<file path="src/hw/cfa_defines.svh">
`ifndef CFA_DEFINES_SVH
`define CFA_DEFINES_SVH

// device register offsets and fields
`define CFA_CR_OFS 8'h70
`define CFA_TX_OFS 8'h71
`define CFA_RX_OFS 8'h73
`define CFA_CR_EN_BIT 7

// command codes
`define CFA_CMD_ENABLE 8'h74
`define CFA_CMD_STATUS 8'h3C
`define CFA_CMD_INIT 8'h47
`define CFA_CMD_WRITE 8'hC9
`define CFA_CMD_SETADDR 8'hB4
`define CFA_CMD_READ 8'hCA
`define CFA_CMD_DISABLE 8'h26
`define CFA_CMD_BYPASS 8'hFF

// operand and data layout
`define CFA_ENABLE_OP1 8'h08
`define CFA_WRITE_OP3 8'h01
`define CFA_READ_OP1 8'h10
`define CFA_READ_OP3 8'h01
`define CFA_SECTOR_USER 8'h40
`define CFA_OPS_IDX 3
`define CFA_DISABLE_LAST 2
`define CFA_DATA_IDX 4
`define CFA_SETADDR_LAST 7
`define CFA_PAGE_BYTES 16
`define CFA_STATUS_BYTES 4
`define CFA_BUSY_BYTE 2
`define CFA_BUSY_BIT 4
`define CFA_DUMMY_BYTE 8'hFF
`define CFA_IDX_MAX 6'h3F

// timing
`define CFA_CLK_MHZ 250
`define CFA_PROG_NS 200000
`define CFA_PROG_CYCLES (`CFA_PROG_NS * `CFA_CLK_MHZ / 1000)
`define CFA_SRAM_ERASE_NS 100000
`define CFA_ERASE_MAX_MS 45000
`define CFA_ERASE_MAX_CYCLES (64'd45000 * 64'd250000)

// host register offsets
`define CFA_H_CTRL 12'h000
`define CFA_H_PAGE 12'h004
`define CFA_H_STAT 12'h008
`define CFA_H_WDATA 12'h010
`define CFA_H_RDATA 12'h020

`endif

</file>
<file path="src/hw/cfa_pkg.sv">
package cfa_pkg;
  typedef enum logic [2:0] {
    CFA_OP_OPEN,
    CFA_OP_INIT,
    CFA_OP_WRITE,
    CFA_OP_SETADDR,
    CFA_OP_READ,
    CFA_OP_CLOSE,
    CFA_OP_STATUS,
    CFA_OP_BYPASS
  } cfa_op_t;

  typedef enum {
    CFA_H_IDLE,
    CFA_H_EN_ON,
    CFA_H_TX,
    CFA_H_RX,
    CFA_H_EN_OFF
  } cfa_hstate_t;

  typedef enum {
    CFA_R_ERASE,
    CFA_R_LOAD,
    CFA_R_RUN
  } cfa_rstate_t;
endpackage

</file>
<file path="src/hw/cfa_link_if.sv">
`timescale 1ns/100ps
interface cfa_link_if;
  logic cyc;
  logic we;
  logic [7:0] adr;
  logic [7:0] dat_w;
  logic [7:0] dat_r;
  logic ack;

  modport dev (input cyc, input we, input adr, input dat_w, output dat_r, output ack);
  modport host (output cyc, output we, output adr, output dat_w, input dat_r, input ack);
endinterface

</file>
<file path="src/hw/cfa_host.sv">
`timescale 1ns/100ps
`include "cfa_defines.svh"

module cfa_host
  import cfa_pkg::*;
#(
  parameter longint POLL_TIMEOUT = `CFA_ERASE_MAX_CYCLES
)
(
  // clock and reset
  input wire logic pclk,
  input wire logic presetn,
  // apb slave
  input wire logic psel,
  input wire logic penable,
  input wire logic pwrite,
  input wire logic [11:0] paddr,
  input wire logic [31:0] pwdata,
  output logic [31:0] prdata,
  output logic pready,
  output logic pslverr,
  // device side
  cfa_link_if.host link
);
  logic [127:0] wdata;
  logic [127:0] rdata;
  logic [7:0] page;
  cfa_op_t op;
  cfa_hstate_t hs;
  logic [5:0] bidx;
  logic cyc;
  logic we;
  logic [7:0] adr;
  logic [7:0] dat_w;
  logic [31:0] stw;
  logic timeout;
  logic [43:0] tmo;

  // command string for each frame, one byte at a time
  function automatic logic [7:0] seq_byte(input cfa_op_t o, input logic [5:0] i,
                                          input logic [7:0] pg, input logic [127:0] wd);
    seq_byte = 8'h00;
    case (o)
      CFA_OP_OPEN: seq_byte = (i == 6'h0) ? `CFA_CMD_ENABLE :
                              (i == 6'h1) ? `CFA_ENABLE_OP1 : 8'h00;
      CFA_OP_STATUS: seq_byte = (i == 6'h0) ? `CFA_CMD_STATUS : 8'h00;
      CFA_OP_INIT: seq_byte = (i == 6'h0) ? `CFA_CMD_INIT : 8'h00;
      CFA_OP_WRITE: seq_byte = (i == 6'h0) ? `CFA_CMD_WRITE :
                               (i == 6'h3) ? `CFA_WRITE_OP3 :
                               (i >= 6'h4) ? wd[(i - 6'h4)*8 +: 8] : 8'h00;
      CFA_OP_SETADDR: seq_byte = (i == 6'h0) ? `CFA_CMD_SETADDR :
                                 (i == 6'h4) ? `CFA_SECTOR_USER :
                                 (i == 6'h7) ? pg : 8'h00;
      CFA_OP_READ: seq_byte = (i == 6'h0) ? `CFA_CMD_READ :
                              (i == 6'h1) ? `CFA_READ_OP1 :
                              (i == 6'h3) ? `CFA_READ_OP3 : 8'h00;
      CFA_OP_CLOSE: seq_byte = (i == 6'h0) ? `CFA_CMD_DISABLE : 8'h00;
      default: seq_byte = `CFA_CMD_BYPASS;
    endcase
  endfunction

  function automatic logic [5:0] tx_len(input cfa_op_t o);
    case (o)
      CFA_OP_WRITE: tx_len = 6'd20;
      CFA_OP_SETADDR: tx_len = 6'd8;
      CFA_OP_CLOSE: tx_len = 6'd3;
      CFA_OP_BYPASS: tx_len = 6'd1;
      default: tx_len = 6'd4;
    endcase
  endfunction

  wire [5:0] rx_len = (op == CFA_OP_READ) ? 6'(`CFA_PAGE_BYTES) :
                      (op == CFA_OP_STATUS) ? 6'(`CFA_STATUS_BYTES) : 6'h00;
  wire done_acc = cyc & link.ack;
  wire dev_busy = stw[8*(`CFA_STATUS_BYTES-1-`CFA_BUSY_BYTE) + `CFA_BUSY_BIT];
  wire running = (hs != CFA_H_IDLE);

  // apb decode
  wire apb_acc = psel & penable & ~pready;
  // writes land at the completion edge, where the master sees pready high
  wire apb_wr = psel & penable & pready & pwrite;
  wire in_wd = (paddr >= `CFA_H_WDATA) & (paddr < `CFA_H_RDATA);
  wire in_rd = (paddr >= `CFA_H_RDATA) & (paddr < `CFA_H_RDATA + 12'h010);
  wire mapped = (paddr == `CFA_H_CTRL) | (paddr == `CFA_H_PAGE) | (paddr == `CFA_H_STAT)
              | ((in_wd | in_rd) & (paddr[1:0] == 2'b00));
  wire [1:0] wsel = paddr[3:2];
  wire start = apb_wr & (paddr == `CFA_H_CTRL) & ~running;
  wire [31:0] rd_mux = (paddr == `CFA_H_PAGE) ? {24'h0, page} :
                       (paddr == `CFA_H_STAT) ? {29'h0, timeout, dev_busy, running} :
                       in_wd ? wdata[wsel*32 +: 32] :
                       in_rd ? rdata[wsel*32 +: 32] : 32'h0;

  always_ff @(posedge pclk or negedge presetn)
  begin
    if (!presetn)
    begin
      pready <= 1'b0;
      pslverr <= 1'b0;
      prdata <= 32'h0;
      page <= 8'h00;
      wdata <= '0;
    end
    else
    begin
      pready <= apb_acc;
      pslverr <= apb_acc & ~mapped;
      if (apb_acc)
        prdata <= pwrite ? 32'h0 : rd_mux;
      if (apb_wr && paddr == `CFA_H_PAGE)
        page <= pwdata[7:0];
      if (apb_wr && in_wd && !running)
        wdata[wsel*32 +: 32] <= pwdata;
    end
  end

  // frame engine: enable bit on, bytes out, bytes in, enable bit off
  always_ff @(posedge pclk or negedge presetn)
  begin
    if (!presetn)
    begin
      hs <= CFA_H_IDLE;
      op <= CFA_OP_BYPASS;
      bidx <= 6'h00;
      cyc <= 1'b0;
      we <= 1'b0;
      adr <= 8'h00;
      dat_w <= 8'h00;
      stw <= 32'h0;
      rdata <= '0;
      timeout <= 1'b0;
      tmo <= 44'h0;
    end
    else
    begin
      if (done_acc)
        cyc <= 1'b0;
      case (hs)
        CFA_H_IDLE:
          if (start)
          begin
            op <= cfa_op_t'(pwdata[2:0]);
            timeout <= 1'b0;
            tmo <= 44'h0;
            hs <= CFA_H_EN_ON;
          end
        CFA_H_EN_ON:
          if (!cyc)
          begin
            cyc <= 1'b1;
            we <= 1'b1;
            adr <= `CFA_CR_OFS;
            dat_w <= 8'h01 << `CFA_CR_EN_BIT;
          end
          else if (done_acc)
          begin
            bidx <= 6'h00;
            hs <= CFA_H_TX;
          end
        CFA_H_TX:
          if (!cyc)
          begin
            cyc <= 1'b1;
            we <= 1'b1;
            adr <= `CFA_TX_OFS;
            dat_w <= seq_byte(op, bidx, page, wdata);
          end
          else if (done_acc)
          begin
            bidx <= (bidx + 6'h01 == tx_len(op)) ? 6'h00 : bidx + 6'h01;
            if (bidx + 6'h01 == tx_len(op))
              hs <= (rx_len != 6'h00) ? CFA_H_RX : CFA_H_EN_OFF;
          end
        CFA_H_RX:
          if (!cyc)
          begin
            cyc <= 1'b1;
            we <= 1'b0;
            adr <= `CFA_RX_OFS;
          end
          else if (done_acc)
          begin
            if (op == CFA_OP_STATUS)
              stw <= {stw[23:0], link.dat_r};
            else
              rdata[bidx*8 +: 8] <= link.dat_r;
            bidx <= bidx + 6'h01;
            if (bidx + 6'h01 == rx_len)
              hs <= CFA_H_EN_OFF;
          end
        CFA_H_EN_OFF:
          if (!cyc)
          begin
            cyc <= 1'b1;
            we <= 1'b1;
            adr <= `CFA_CR_OFS;
            dat_w <= 8'h00;
          end
          else if (done_acc)
          begin
            hs <= CFA_H_EN_ON;
            case (op)
              CFA_OP_OPEN: op <= CFA_OP_STATUS;
              CFA_OP_WRITE: op <= CFA_OP_STATUS;
              CFA_OP_CLOSE: op <= CFA_OP_BYPASS;
              CFA_OP_STATUS:
                if (!dev_busy || timeout)
                  hs <= CFA_H_IDLE;
              default: hs <= CFA_H_IDLE;
            endcase
          end
        default: hs <= CFA_H_IDLE;
      endcase
      if (op == CFA_OP_STATUS && running && !timeout)
      begin
        tmo <= tmo + 44'h1;
        if (tmo >= 44'(POLL_TIMEOUT))
          timeout <= 1'b1;
      end
    end
  end

  assign link.cyc = cyc;
  assign link.we = we;
  assign link.adr = adr;
  assign link.dat_w = dat_w;
endmodule

</file>
<file path="src/flat_wrapper.sv">
// flat-port wrapper written by rule: the top's interface ports become plain ports
module cfa_host_flat import cfa_pkg::*;
#(
  parameter longint POLL_TIMEOUT = `CFA_ERASE_MAX_CYCLES
)
  (pclk, presetn, psel, penable, pwrite, paddr, pwdata, prdata, pready, pslverr, link_cyc, link_we, link_adr, link_dat_w, link_dat_r, link_ack);
  cfa_link_if link_i ();
  input wire logic pclk;
  input wire logic presetn;
  input wire logic psel;
  input wire logic penable;
  input wire logic pwrite;
  input wire logic [11:0] paddr;
  input wire logic [31:0] pwdata;
  output logic [31:0] prdata;
  output logic pready;
  output logic pslverr;
  output wire logic [$bits(link_i.cyc)-1:0] link_cyc;
  output wire logic [$bits(link_i.we)-1:0] link_we;
  output wire logic [$bits(link_i.adr)-1:0] link_adr;
  output wire logic [$bits(link_i.dat_w)-1:0] link_dat_w;
  input wire logic [$bits(link_i.dat_r)-1:0] link_dat_r;
  input wire logic [$bits(link_i.ack)-1:0] link_ack;
  assign link_cyc = link_i.cyc;
  assign link_we = link_i.we;
  assign link_adr = link_i.adr;
  assign link_dat_w = link_i.dat_w;
  assign link_i.dat_r = link_dat_r;
  assign link_i.ack = link_ack;
  cfa_host #(.POLL_TIMEOUT(POLL_TIMEOUT)) u_core (.pclk(pclk), .presetn(presetn), .psel(psel), .penable(penable), .pwrite(pwrite), .paddr(paddr), .pwdata(pwdata), .prdata(prdata), .pready(pready), .pslverr(pslverr), .link(link_i));
endmodule
</file>
<file path="config.mk">
export PLATFORM = sky130hd
export DESIGN_NAME = cfa_host_flat
export DESIGN_NICKNAME = d
export VERILOG_FILES = /design/src/hw/cfa_pkg.sv /design/src/hw/cfa_link_if.sv /design/src/hw/cfa_host.sv /design/src/flat_wrapper.sv
export VERILOG_INCLUDE_DIRS = /design/src /design/src/hw
export SDC_FILE = /design/constraint.sdc
export NUM_CORES = 1
export LEC_CHECK = 0
export ABC_AREA = 1
export BUFFER_PORTS_ARGS = -buffer_cell sky130_fd_sc_hd__buf_2
export CORE_UTILIZATION = 30
export DETAILED_ROUTE_END_ITERATION = 7
export GPL_TIMING_DRIVEN = 0
export HOLD_SLACK_MARGIN = 0.06
export PLACE_DENSITY_LB_ADDON = 0.1
export SLEW_MARGIN = 30
export SYNTH_ARGS = -nofsm -noshare
export SYNTH_HDL_FRONTEND = slang
export SYNTH_SLANG_ARGS = --single-unit
</file>
<file path="constraint.sdc">
create_clock -name pclk -period 6.83 [get_ports pclk]
set_input_delay 1.0245 -clock pclk [delete_from_list [all_inputs] [get_ports pclk]]
set_output_delay 1.0245 -clock pclk [all_outputs]
set_load 0.02 [all_outputs]
</file>
Word level (Yosys, flattened, before mapping)

Cells that the tools add are included.

Bits in registers: 415
Bits in latches: 0
Memory bits (writable): 0
ROM bits: 0
Output and inout bits: 52
Logic and storage cells: 204
Memories kept: 0

$add $sub $neg: 5
$mul: 0
Div/mod/pow operators: 0
$lt $le $gt $ge: 6
Eq/ne operators: 37
Shift operators: 7
Muxes and demuxes: 77
Bitwise logic cells: 19
Reductions and logical operators: 37

Operators by type and width:

| operator                  | number |
|---|---|
| $mux 32                   | 16 |
| $bwmux 128                | 2 |
| $shiftx 128x8->32         | 2 |
| $pmux 32 s5               | 1 |
| $mux 44                   | 3 |
| $shift 32x34->128 const A | 1 |
| $shift 8x34->128 const A  | 1 |
| $shiftx 128x33->8         | 1 |
| $shiftx 32x34->128        | 1 |
| $shiftx 8x34->128         | 1 |
| $mux 8                    | 15 |
| $mux 6                    | 13 |
| $eq 32x2->1 const B       | 2 |
| $pmux 32 s2               | 1 |
| $pmux 8 s7                | 1 |
| $pmux 8 s3                | 2 |
| $add 44x1->44 const B     | 1 |
| $ge 44x34->1 const B      | 1 |
| $neg 7->34                | 1 |
| $neg 9->34                | 1 |
| $eq 32x1->1 const B       | 1 |
| $eq 32x3->1 const B       | 1 |
| $logic_not 32->1          | 1 |
| $reduce_bool 32->1        | 1 |
| 48 further kinds          | 117 |

Longest topological paths before layout

Gate-level depths: netlist of run 1.

Depth after elaboration: 10
Gate-level depth with buffers: 15
Mapped depth without buffers: 13

Least setup slack after synthesis of run 1

No wires, ideal clock.

Kind: input to register
Start point: input paddr[2]
End point: register u_core.wdata[10]
Setup time: 78 ps
Data arrival time: 3157 ps
Required time: 6752 ps
Setup slack: 3595 ps
Stages: 10
Buffers on the path: 5
Cell sequence: buf_2 > inv_2 > clkbuf_1 > clkbuf_1 > ha_1 > clkbuf_1 > nor3_1 > clkbuf_1 > a21oi_1 > a21oi_1

Word-level cells in the longest chain between the ends: 4
Elaborated cells on any way between the ends: 9
Those cells by class: add/sub (1); order compare (2); shift (2); mux (1); bitwise (1); reduce/logical (2)

Ends and longest elaborated chain:

| item                                               | line               | RTL |
|---|---|---|
| start, declared                                    | flat_wrapper.sv:13 | `input wire logic [11:0] paddr;` |
| branches (longest 4 deep; another with $neg 7->34) | -                  |  |
| end signal, assigned by index                      | cfa_host.sv:112    | `wdata[wsel*32 +: 32] <= pwdata;` |
| end, declared                                      | cfa_host.sv:25     | `logic [127:0] wdata;` |

Parallel ways; which one is timed is not known.
A chain may end at the register's enable or synchronous reset.

Worst setup path after layout of run 1

Start point: input paddr[2]
End point: register u_core.wdata[70]

Same word-level chain as after synthesis.

==> results of run 1 <==
==> placed cells by master, fill, tap and decap left out, types with 24 or more instances in the layout <==
cell type and count:
sky130_fd_sc_hd__clkbuf_1 132, sky130_fd_sc_hd__clkbuf_16 46, sky130_fd_sc_hd__nand3_1 230, sky130_fd_sc_hd__a21oi_1 156, sky130_fd_sc_hd__nor2_1 248, sky130_fd_sc_hd__nand4_1 34, sky130_fd_sc_hd__o2111ai_1 24, sky130_fd_sc_hd__inv_1 184
sky130_fd_sc_hd__o22ai_1 42, sky130_fd_sc_hd__nor3_1 26, sky130_fd_sc_hd__xor2_1 31, sky130_fd_sc_hd__buf_2 138, sky130_fd_sc_hd__dfrtp_1 367, sky130_fd_sc_hd__o21ai_0 419, sky130_fd_sc_hd__nand2_1 716
==> kinds of logic after synthesis <==
logic type,Yosys count
AND/OR/NAND/NOR,1301
AO/OA/AOI/OAI,690
flip-flops,370
buffers and inverters,369
XOR/XNOR,33
adder cells (fa/ha/maj),15
multiplexers,2
other,1
==> flip-flops by register name, summed over array words and instances (netlist names), 2 cells and up <==
| register | flops |
|---|---|
| u_core.tmo | 44 |
| u_core.hs | 3 |
| u_core.stw | 2 |
| u_core.wdata | 128 |
| u_core.bidx | 6 |
| u_core.rdata | 128 |
| u_core.page | 8 |
| u_core.op | 3 |
| u_core.prdata | 32 |
| u_core.link.dat_w | 8 |
| u_core.link.adr | 3 |
==> metrics by stage <==
stage | instances | TNS, ps | hold WS, ps | area, sq um
6_report | 3849 | 0 | 377 | 23800
2_1_floorplan | 2783 | 0 | 446 | 20400
5_1_grt | 3849 | 0 | 398 | 23800
4_1_cts | 3849 | 0 | 372 | 23800
3_5_place_dp | 3768 | 0 | 461 | 22200
3_3_place_gp | 3762 | -1102920 | 445 | 22000
==> worst register-to-register path, stage by stage (launching register included) <==
cell and delay (ps):
sky130_fd_sc_hd__dfrtp_1 480, sky130_fd_sc_hd__buf_2 260, sky130_fd_sc_hd__inv_2 280, sky130_fd_sc_hd__buf_1 580, sky130_fd_sc_hd__ha_1 420, sky130_fd_sc_hd__xor2_1 210, sky130_fd_sc_hd__inv_1 190, sky130_fd_sc_hd__buf_1 510
sky130_fd_sc_hd__nand3_1 500, sky130_fd_sc_hd__buf_2 360, sky130_fd_sc_hd__nand2_1 70, sky130_fd_sc_hd__o21ai_0 70
==> cells in the mapped netlist (31+ instances only) <==
master | n | area (sq um)
sky130_fd_sc_hd__clkbuf_1 | 122 | 458
sky130_fd_sc_hd__nand2_1 | 716 | 2690
sky130_fd_sc_hd__a21oi_1 | 156 | 781
sky130_fd_sc_hd__dfrtp_1 | 367 | 9180
sky130_fd_sc_hd__o21ai_0 | 419 | 2100
sky130_fd_sc_hd__nand3_1 | 230 | 1150
sky130_fd_sc_hd__xor2_1 | 31 | 272
sky130_fd_sc_hd__nand4_1 | 34 | 213
sky130_fd_sc_hd__nor2_1 | 248 | 931
sky130_fd_sc_hd__buf_2 | 33 | 165
sky130_fd_sc_hd__o22ai_1 | 42 | 263
sky130_fd_sc_hd__inv_1 | 184 | 691
==> cell type report <==
type | count | area (sq um)
timing repair buffer | 112 | 686
inverter | 198 | 746
sequential | 370 | 9260
multi-input combinational | 2044 | 9710
fill | 7264 | 43500
tap | 873 | 1090
clock buffer | 68 | 1350
clock inverter | 13 | 238
buffer | 171 | 717
==> final timing paths <==
kind	startpoint	end	slack (ps)
max	paddr[2]	u_core.wdata[70]	1490
min	presetn	u_core.wdata[44]	380
max reg2reg	u_core.bidx[0]	u_core.rdata[86]	2780
min reg2reg	u_core.pready	u_core.pready	470
max in group asynchronous	presetn	u_core.rdata[119]	4710
min in group pclk	u_core.pready	u_core.pready	470
==> report_power, final <==
part | total, uW | switching (uW) | leakage [uW] | internal (uW)
Clock | 2620 | 1050 | 0.000781 | 1570
Sequential | 2310 | 56.7 | 0.00477 | 2250
Combinational | 1890 | 1450 | 0.00527 | 439
==> per-layer routing <==
| metal | vias up | track usage | routed length, microns |
|---|---|---|---|
| li1 | 9612 | - | - |
| met1 | 10254 | 0.374 | 41800 |
| met2 | 882 | 0.399 | 39600 |
| met3 | 170 | 0.0389 | 6560 |
| met4 | 0 | 0.0914 | 3170 |
| met5 | - | 0 | 0 |
==> tab_implementation.tex, run 1 <==
\begin{tabular}{lr}
\hline
Metric & Value \\
\hline
\multicolumn{2}{l}{\textbf{Worst setup path}} \\
\quad Worst path most repeated cell & sky130\_fd\_sc\_hd\_\_clkbuf\_1 \\
\quad Data arrival time at the worst-slack endpoint & 5850 ps \\
\quad Worst endpoint required time & 7340 ps \\
\quad Cell with the largest stage delay on the worst path & sky130\_fd\_sc\_hd\_\_clkbuf\_1 \\
\quad Worst Setup Path Type & input port to flop \\
\quad Total number of cells along the worst setup path & 12 \\
\quad Endpoint type of the worst setup path & flop \\
\quad Category of cells accounting for the largest share of critical-path delay & buffers and inverters \\
\quad Cell breakdown of the critical path & buf\_2 > buf\_2 > inv\_2 > clkbuf\_1 > clkbuf\_1 > ha\_1 > clkbuf\_1 > inv\_1 > nor2\_1 > clkbuf\_1 > nand2\_1 > o21ai\_0 \\
\quad Max stage delay on crit path & 810 ps \\
\quad Logic depth of the worst register-to-register path & 11 \\
\quad Worst path buffer plus inverter count & 8 \\
\quad Highest fanout seen on the critical path & 12 \\
\quad Kind of launch point of the worst setup path & input port \\
\multicolumn{2}{l}{\textbf{Clock tree}} \\
\quad Cts hold-fix bufs & 0 \\
\quad Clock slew at the register clock pins of the worst setup and hold paths & 60 ps \\
\quad Clock tree root buffer cell & sky130\_fd\_sc\_hd\_\_clkbuf\_16 \\
\quad Depth of the CTS H-tree & 2 \\
\quad Insertion delay of the later-clocked pin in the worst-skew pair & 610 ps \\
\quad Cells resized by post-CTS repair & 0 \\
\quad Maximum buffer depth of the clock tree & 3 \\
\quad Number of sinks on the clock net & 370 \\
\quad Number of CTS-inserted buffers & 46 \\
\quad Clock tree from TritonCTS & yes \\
\quad Number of buffers inserted by post-CTS setup repair & 0 \\
\multicolumn{2}{l}{\textbf{Global routing}} \\
\quad Largest net degree at the start of global routing & 84 \\
\quad Via count of the first global-routing pass & 20174 \\
\quad Antenna violations before repair & 1 \\
\quad Wire length of the first global-routing pass & 136 mm \\
\quad Overflow after GRT & 0 \\
\quad GRT Resource Usage Total & 0.261 \\
\multicolumn{2}{l}{\textbf{Run}} \\
\quad MaxCap Viol Count & 0 \\
\multicolumn{2}{l}{\textbf{Synth}} \\
\quad XOR/XNOR share of the synthesized area & 0.0142 \\
\quad Largest family of logic cells by synthesized area & simple AND/OR/NAND/NOR gates \\
\quad Synth Flop Type & sky130\_fd\_sc\_hd\_\_dfrtp\_1 \\
\quad Simple-gate area share of the yosys netlist & 0.269 \\
\quad Count of mapped cells out of synthesis & 2781 \\
\quad Multiplexer share of the synthesized area & 0.000980 \\
\quad Complex-gate fraction of the synthesized area & 0.181 \\
\quad Number of distinct library cells after synthesis & 48 \\
\quad Mean instance size in the synthesized netlist & 7.34 sq um \\
\quad Number of enable flip-flop cells after synthesis & 0 \\
\quad Count of synthesis-stage warnings from yosys & 0 \\
\quad Cell Area, Synth & 20400 sq um \\
\quad Share of synthesized cell area in full adder, half adder and majority cells & 0.00919 \\
\quad Proportion of synthesized chip area in sequential cells & 0.454 \\
\quad Count of state elements after synthesis & 370 \\
\quad Post-synth ARST share & 1.00 \\
\multicolumn{2}{l}{\textbf{Placed design}} \\
\quad Worst-case setup slack after placement & 1120 ps \\
\quad \# port buffers & 106 \\
\quad Post-detailed-placement half-perimeter wirelength & 70.2 mm \\
\quad Routability congestion estimate & 0.972 \\
\multicolumn{2}{l}{\textbf{Detailed routing}} \\
\quad Iteration count of the initial detailed-routing pass & 5 \\
\quad Via-to-Cell Ratio & 5.43 \\
\quad Number of remaining DRC errors & 0 \\
\quad Initial detailed-routing violation count & 2135 \\
\quad Post-route ant nets & 0 \\
\quad Average wire per standard cell & 23.7 microns \\
\quad Vias & 20918 \\
\quad Drt total wl & 91.2 mm \\
\multicolumn{2}{l}{\textbf{Power and ir drop}} \\
\quad Power per Cell Area & 286 nW/um\^{}2 \\
\quad Post-route total power & 6820 uW \\
\quad Reported leakage power & 0.0108 uW \\
\quad Worst voltage drop across the vdd grid & 0.204 mV \\
\multicolumn{2}{l}{\textbf{Timing}} \\
\quad Number of hold violations in the final report & 0 \\
\quad Least-Margin Pin Slew & 986 ps \\
\quad Total setup violations reported at the end of the flow & 0 \\
\quad Max Fclk & 187 MHz \\
\quad Setup repair after global routing missed its margin & no \\
\quad Worst slew margin & 0.342 \\
\quad Crit path time final & 5340 ps \\
\quad Final period util & 0.782 \\
\quad Final worst clock skew & 23.9 ps \\
\quad Fin. max-slew vios & 0 \\
\quad Final setup slack of the worst path & 1490 ps \\
\multicolumn{2}{l}{\textbf{Finish}} \\
\quad Share of layout cells above drive strength 1 & 0.0911 \\
\quad Net count of the finished layout & 3016 \\
\quad ANT cells & 0 \\
\quad Core occupancy in the finished layout & 0.354 \\
\quad Synthesis-to-finish area growth & 16.6\% \\
\multicolumn{2}{l}{\textbf{Die}} \\
\quad Die X-Extent & 263 microns \\
\quad DIE AREA & 69100 sq um \\
\quad I/O pin count & 110 \\
\quad Initial standard-cell utilization of the core & 0.304 \\
\quad Core Box Area & 67300 sq um \\
\quad Rows & 95 \\
\quad Vertical extent of the die & 263 microns \\
\multicolumn{2}{l}{\textbf{Hold path}} \\
\quad Hold Crit Class & input port to asynchronous set/reset pin \\
\multicolumn{2}{l}{\textbf{Outcome}} \\
\quad Status & complete, no violations \\
\hline
\end{tabular}
Note: power is estimated with default switching activity, not from simulation.
==> run 2, diff against run 1 <==
Settings changed: ABC_AREA 1 to 0.
Clock period 6.83 ns to 5.43 ns, I/O delays scaled along.
==> run 2 against run 1 <==
Effect of this change: worst hold slack lost 300 ps; core utilization up 0.38 points; final area is 5.1% lower; sequential power up 25%; flip-flop and latch count unchanged; first-iteration DRC count shrank 26%; cell count decreased by 24%; die area is 5.9% lower; register-to-register slack worse by 2100 ps; largest cell class unchanged; highest routed layer unchanged.
==> tab_implementation.tex, run 2 <==
\begin{tabular}{lr}
\hline
Metric & Value \\
\hline
\multicolumn{2}{l}{\textbf{Outcome}} \\
\quad Status & complete, no violations \\
\multicolumn{2}{l}{\textbf{Synth}} \\
\quad Post-synth ARST share & 1.00 \\
\quad Most numerous cell in the Yosys netlist & sky130\_fd\_sc\_hd\_\_nand2\_1 \\
\quad Most instantiated cells after synthesis & sky130\_fd\_sc\_hd\_\_nand2\_1 (482), sky130\_fd\_sc\_hd\_\_dfrtp\_1 (367), sky130\_fd\_sc\_hd\_\_o21ai\_0 (208) \\
\quad Cell Area, Synth & 19200 sq um \\
\quad XOR/XNOR share of the synthesized area & 0.00691 \\
\quad Count of synthesis-stage warnings from yosys & 0 \\
\quad Simple-gate area share of the yosys netlist & 0.171 \\
\quad Count of state elements after synthesis & 370 \\
\quad Area share of the largest cell type after synthesis & 0.478 \\
\quad Mean instance size in the synthesized netlist & 10.2 sq um \\
\quad Complex-gate fraction of the synthesized area & 0.124 \\
\quad Number of distinct library cells after synthesis & 72 \\
\quad Proportion of synthesized chip area in sequential cells & 0.482 \\
\quad Post-synthesis cell type with the largest combined area & sky130\_fd\_sc\_hd\_\_dfrtp\_1 \\
\quad Largest family of logic cells by synthesized area & simple AND/OR/NAND/NOR gates \\
\quad Share of synthesized cell area in full adder, half adder and majority cells & 0.0113 \\
\quad Count of mapped cells out of synthesis & 1889 \\
\quad Number of enable flip-flop cells after synthesis & 0 \\
\quad Main area contributors after synthesis & sky130\_fd\_sc\_hd\_\_dfrtp\_1 (48\%), sky130\_fd\_sc\_hd\_\_mux4\_2 (12\%), sky130\_fd\_sc\_hd\_\_nand2\_1 (9.4\%), sky130\_fd\_sc\_hd\_\_o21ai\_0 (5.4\%), sky130\_fd\_sc\_hd\_\_mux2\_2 (3.6\%) \\
\quad Multiplexer share of the synthesized area & 0.168 \\
\quad Synth Flop Type & sky130\_fd\_sc\_hd\_\_dfrtp\_1 \\
\multicolumn{2}{l}{\textbf{Die}} \\
\quad Initial standard-cell utilization of the core & 0.304 \\
\quad Die X-Extent & 255 microns \\
\quad I/O pin count & 110 \\
\quad Core Box Area & 63200 sq um \\
\quad Rows & 92 \\
\quad Vertical extent of the die & 255 microns \\
\quad DIE AREA & 65000 sq um \\
\multicolumn{2}{l}{\textbf{Worst setup path}} \\
\quad Reg-to-reg slack, setup & 670 ps \\
\quad End of the worst register-to-register path & u\_core.rdata[119] \\
\quad Total number of cells along the worst setup path & 13 \\
\quad Logic depth of the worst register-to-register path & 13 \\
\quad Worst path most repeated cell & sky130\_fd\_sc\_hd\_\_buf\_2 \\
\quad Worst Setup Path Type & flop to flop \\
\quad Worst R2R Start & u\_core.bidx[1] \\
\quad Cell breakdown of the critical path & buf\_2 > buf\_1 > inv\_1 > ha\_1 > nor4bb\_1 > buf\_2 > nor3b\_2 > nand4\_1 > or4\_1 > clkbuf\_1 > buf\_2 > nand2\_1 > o21ai\_1 \\
\quad Data arrival time at the worst-slack endpoint & 5220 ps \\
\quad Cell with the largest stage delay on the worst path & sky130\_fd\_sc\_hd\_\_or4\_1 \\
\quad Worst path buffer plus inverter count & 6 \\
\quad Worst endpoint required time & 5890 ps \\
\quad Max stage delay on crit path & 760 ps \\
\quad Highest fanout seen on the critical path & 10 \\
\quad Endpoint type of the worst setup path & flop \\
\quad Kind of launch point of the worst setup path & flop \\
\quad Category of cells accounting for the largest share of critical-path delay & buffers and inverters \\
\multicolumn{2}{l}{\textbf{Power and ir drop}} \\
\quad Post-route total power & 7820 uW \\
\quad Power per Cell Area & 346 nW/um\^{}2 \\
\quad Reported leakage power & 0.00980 uW \\
\quad Worst voltage drop across the vdd grid & 0.200 mV \\
\multicolumn{2}{l}{\textbf{Global routing}} \\
\quad Via count of the first global-routing pass & 15786 \\
\quad Largest net degree at the start of global routing & 82 \\
\quad GRT Resource Usage Total & 0.243 \\
\quad Wire length of the first global-routing pass & 114 mm \\
\quad Overflow after GRT & 0 \\
\quad Antenna violations before repair & 4 \\
\multicolumn{2}{l}{\textbf{Placed design}} \\
\quad \# port buffers & 106 \\
\quad Routability congestion estimate & 0.927 \\
\quad Post-detailed-placement half-perimeter wirelength & 57.3 mm \\
\multicolumn{2}{l}{\textbf{Timing}} \\
\quad Total negative slack for setup checks & 0 ps \\
\quad Worst slew margin & 0.289 \\
\quad Final worst clock skew & 22.0 ps \\
\quad Crit path time final & 4760 ps \\
\quad Least-Margin Pin Slew & 1060 ps \\
\quad Setup repair after global routing missed its margin & no \\
\quad Final period util & 0.876 \\
\quad Number of hold violations in the final report & 0 \\
\quad Max Fclk & 210 MHz \\
\quad Fin. max-slew vios & 0 \\
\quad Total setup violations reported at the end of the flow & 0 \\
\multicolumn{2}{l}{\textbf{Finish}} \\
\quad ANT cells & 0 \\
\quad Net count of the finished layout & 2125 \\
\quad Registers with the most flip-flops & u\_core.rdata x128, u\_core.wdata x128, u\_core.tmo x44 \\
\quad Commonest non-fill, non-tap cell in the layout & sky130\_fd\_sc\_hd\_\_nand2\_1 \\
\quad Commonest non-fill, non-tap cells in the layout & sky130\_fd\_sc\_hd\_\_nand2\_1 (482), sky130\_fd\_sc\_hd\_\_dfrtp\_1 (367), sky130\_fd\_sc\_hd\_\_o21ai\_0 (208) \\
\quad Share of layout cells above drive strength 1 & 0.197 \\
\quad Synthesis-to-finish area growth & 17.7\% \\
\multicolumn{2}{l}{\textbf{Clock tree}} \\
\quad Cells resized by post-CTS repair & 0 \\
\quad Number of sinks on the clock net & 370 \\
\quad Clock slew at the register clock pins of the worst setup and hold paths & 60 ps \\
\quad Maximum buffer depth of the clock tree & 3 \\
\quad Insertion delay of the later-clocked pin in the worst-skew pair & 590 ps \\
\quad Number of CTS-inserted buffers & 46 \\
\quad Depth of the CTS H-tree & 2 \\
\quad Number of buffers inserted by post-CTS setup repair & 0 \\
\quad Clock tree from TritonCTS & yes \\
\quad Cts hold-fix bufs & 0 \\
\quad Clock tree root buffer cell & sky130\_fd\_sc\_hd\_\_clkbuf\_16 \\
\multicolumn{2}{l}{\textbf{Detailed routing}} \\
\quad Post-route ant nets & 0 \\
\quad Drt total wl & 77.6 mm \\
\quad Number of remaining DRC errors & 0 \\
\quad Initial detailed-routing violation count & 1590 \\
\quad Average wire per standard cell & 26.5 microns \\
\quad Vias & 16231 \\
\quad Via-to-Cell Ratio & 5.54 \\
\quad Iteration count of the initial detailed-routing pass & 7 \\
\multicolumn{2}{l}{\textbf{Hold path}} \\
\quad Hold Crit Class & input port to asynchronous set/reset pin \\
\multicolumn{2}{l}{\textbf{Run}} \\
\quad MaxCap Viol Count & 0 \\
\hline
\end{tabular}
-- run 2: cell count changes after synthesis, moves of 27 or more --
cell,previous run,this run
sky130_fd_sc_hd__nand2_1,716,482
sky130_fd_sc_hd__o21ai_0,419,208
sky130_fd_sc_hd__nor2_1,248,43
sky130_fd_sc_hd__nand3_1,230,50
sky130_fd_sc_hd__inv_1,184,27
sky130_fd_sc_hd__a21oi_1,156,25
sky130_fd_sc_hd__mux4_2,0,102
sky130_fd_sc_hd__mux2_2,0,61
sky130_fd_sc_hd__o22ai_1,42,2
sky130_fd_sc_hd__a22oi_1,0,34
sky130_fd_sc_hd__o31ai_1,11,38
-- run 2: metal layers --
metal	vias to the layer above	track usage	share of wire
met5	-	0	0
met1	8333	0.340	0.44
li1	7142	-	-
met2	634	0.380	0.46
met3	122	0.0350	0.066
met4	0	0.0914	0.037
-- run 2: layout make-up --
type / count / area, sq um
Buffer: 141 / 587
Clock buffer: 64 / 1340
Clock inverter: 18 / 250
Fill cell: 6388 / 40600
Inverter: 28 / 105
Multi-Input combinational cell: 1352 / 9280
Sequential cell: 370 / 9260
Tap cell: 846 / 1060
Timing Repair Buffer: 113 / 717
-- run 2: cell families (layout without fill, tap and decap cells) --
kind of cell,Yosys count,in the layout
and+or+nand+nor,733,733
AOI/OAI and AO/OA,399,399
DFF,370,370
muxes,187,187
buffers and inverters,169,364
adders and majority gates,18,18
xor gates and xnor gates,12,12
other,1,3
-- run 2: worst max-delay path by stage --
stage / start / to / slack, ps
detailed placement: u_core.bidx[1] / u_core.rdata[119] / 880
global route: u_core.bidx[1] / u_core.rdata[87] / 510
finish: u_core.bidx[1] / u_core.rdata[119] / 670
CTS: u_core.bidx[1] / u_core.rdata[119] / 850
global placement: presetn / u_core.prdata[23] / -4320
floorplan: u_core.bidx[1] / u_core.rdata[109] / 2350
-- run 2: per-stage QoR --
step / hold WS (ps) / utilization / cell area, sq um / cells / setup WS (ps)
6_report: 81.7 / 0.358 / 22600 / 2932 / 675
5_1_grt: 85.9 / 0.358 / 22600 / 2932 / 510
4_1_cts: 61.3 / 0.357 / 22600 / 2931 / 846
3_5_place_dp: 450 / 0.332 / 21000 / 2849 / 878
3_3_place_gp: 451 / 0.329 / 20800 / 2843 / -4320
2_1_floorplan: 438 / - / 19200 / 1891 / 2350
-- run 2: power breakdown --
part	internal, uW	leakage [uW]	switching (uW)
combinational	485	0.00417	1200
clock	2000	0.000794	1260
sequential	2830	0.00484	52.6
total	5310	0.00980	2510
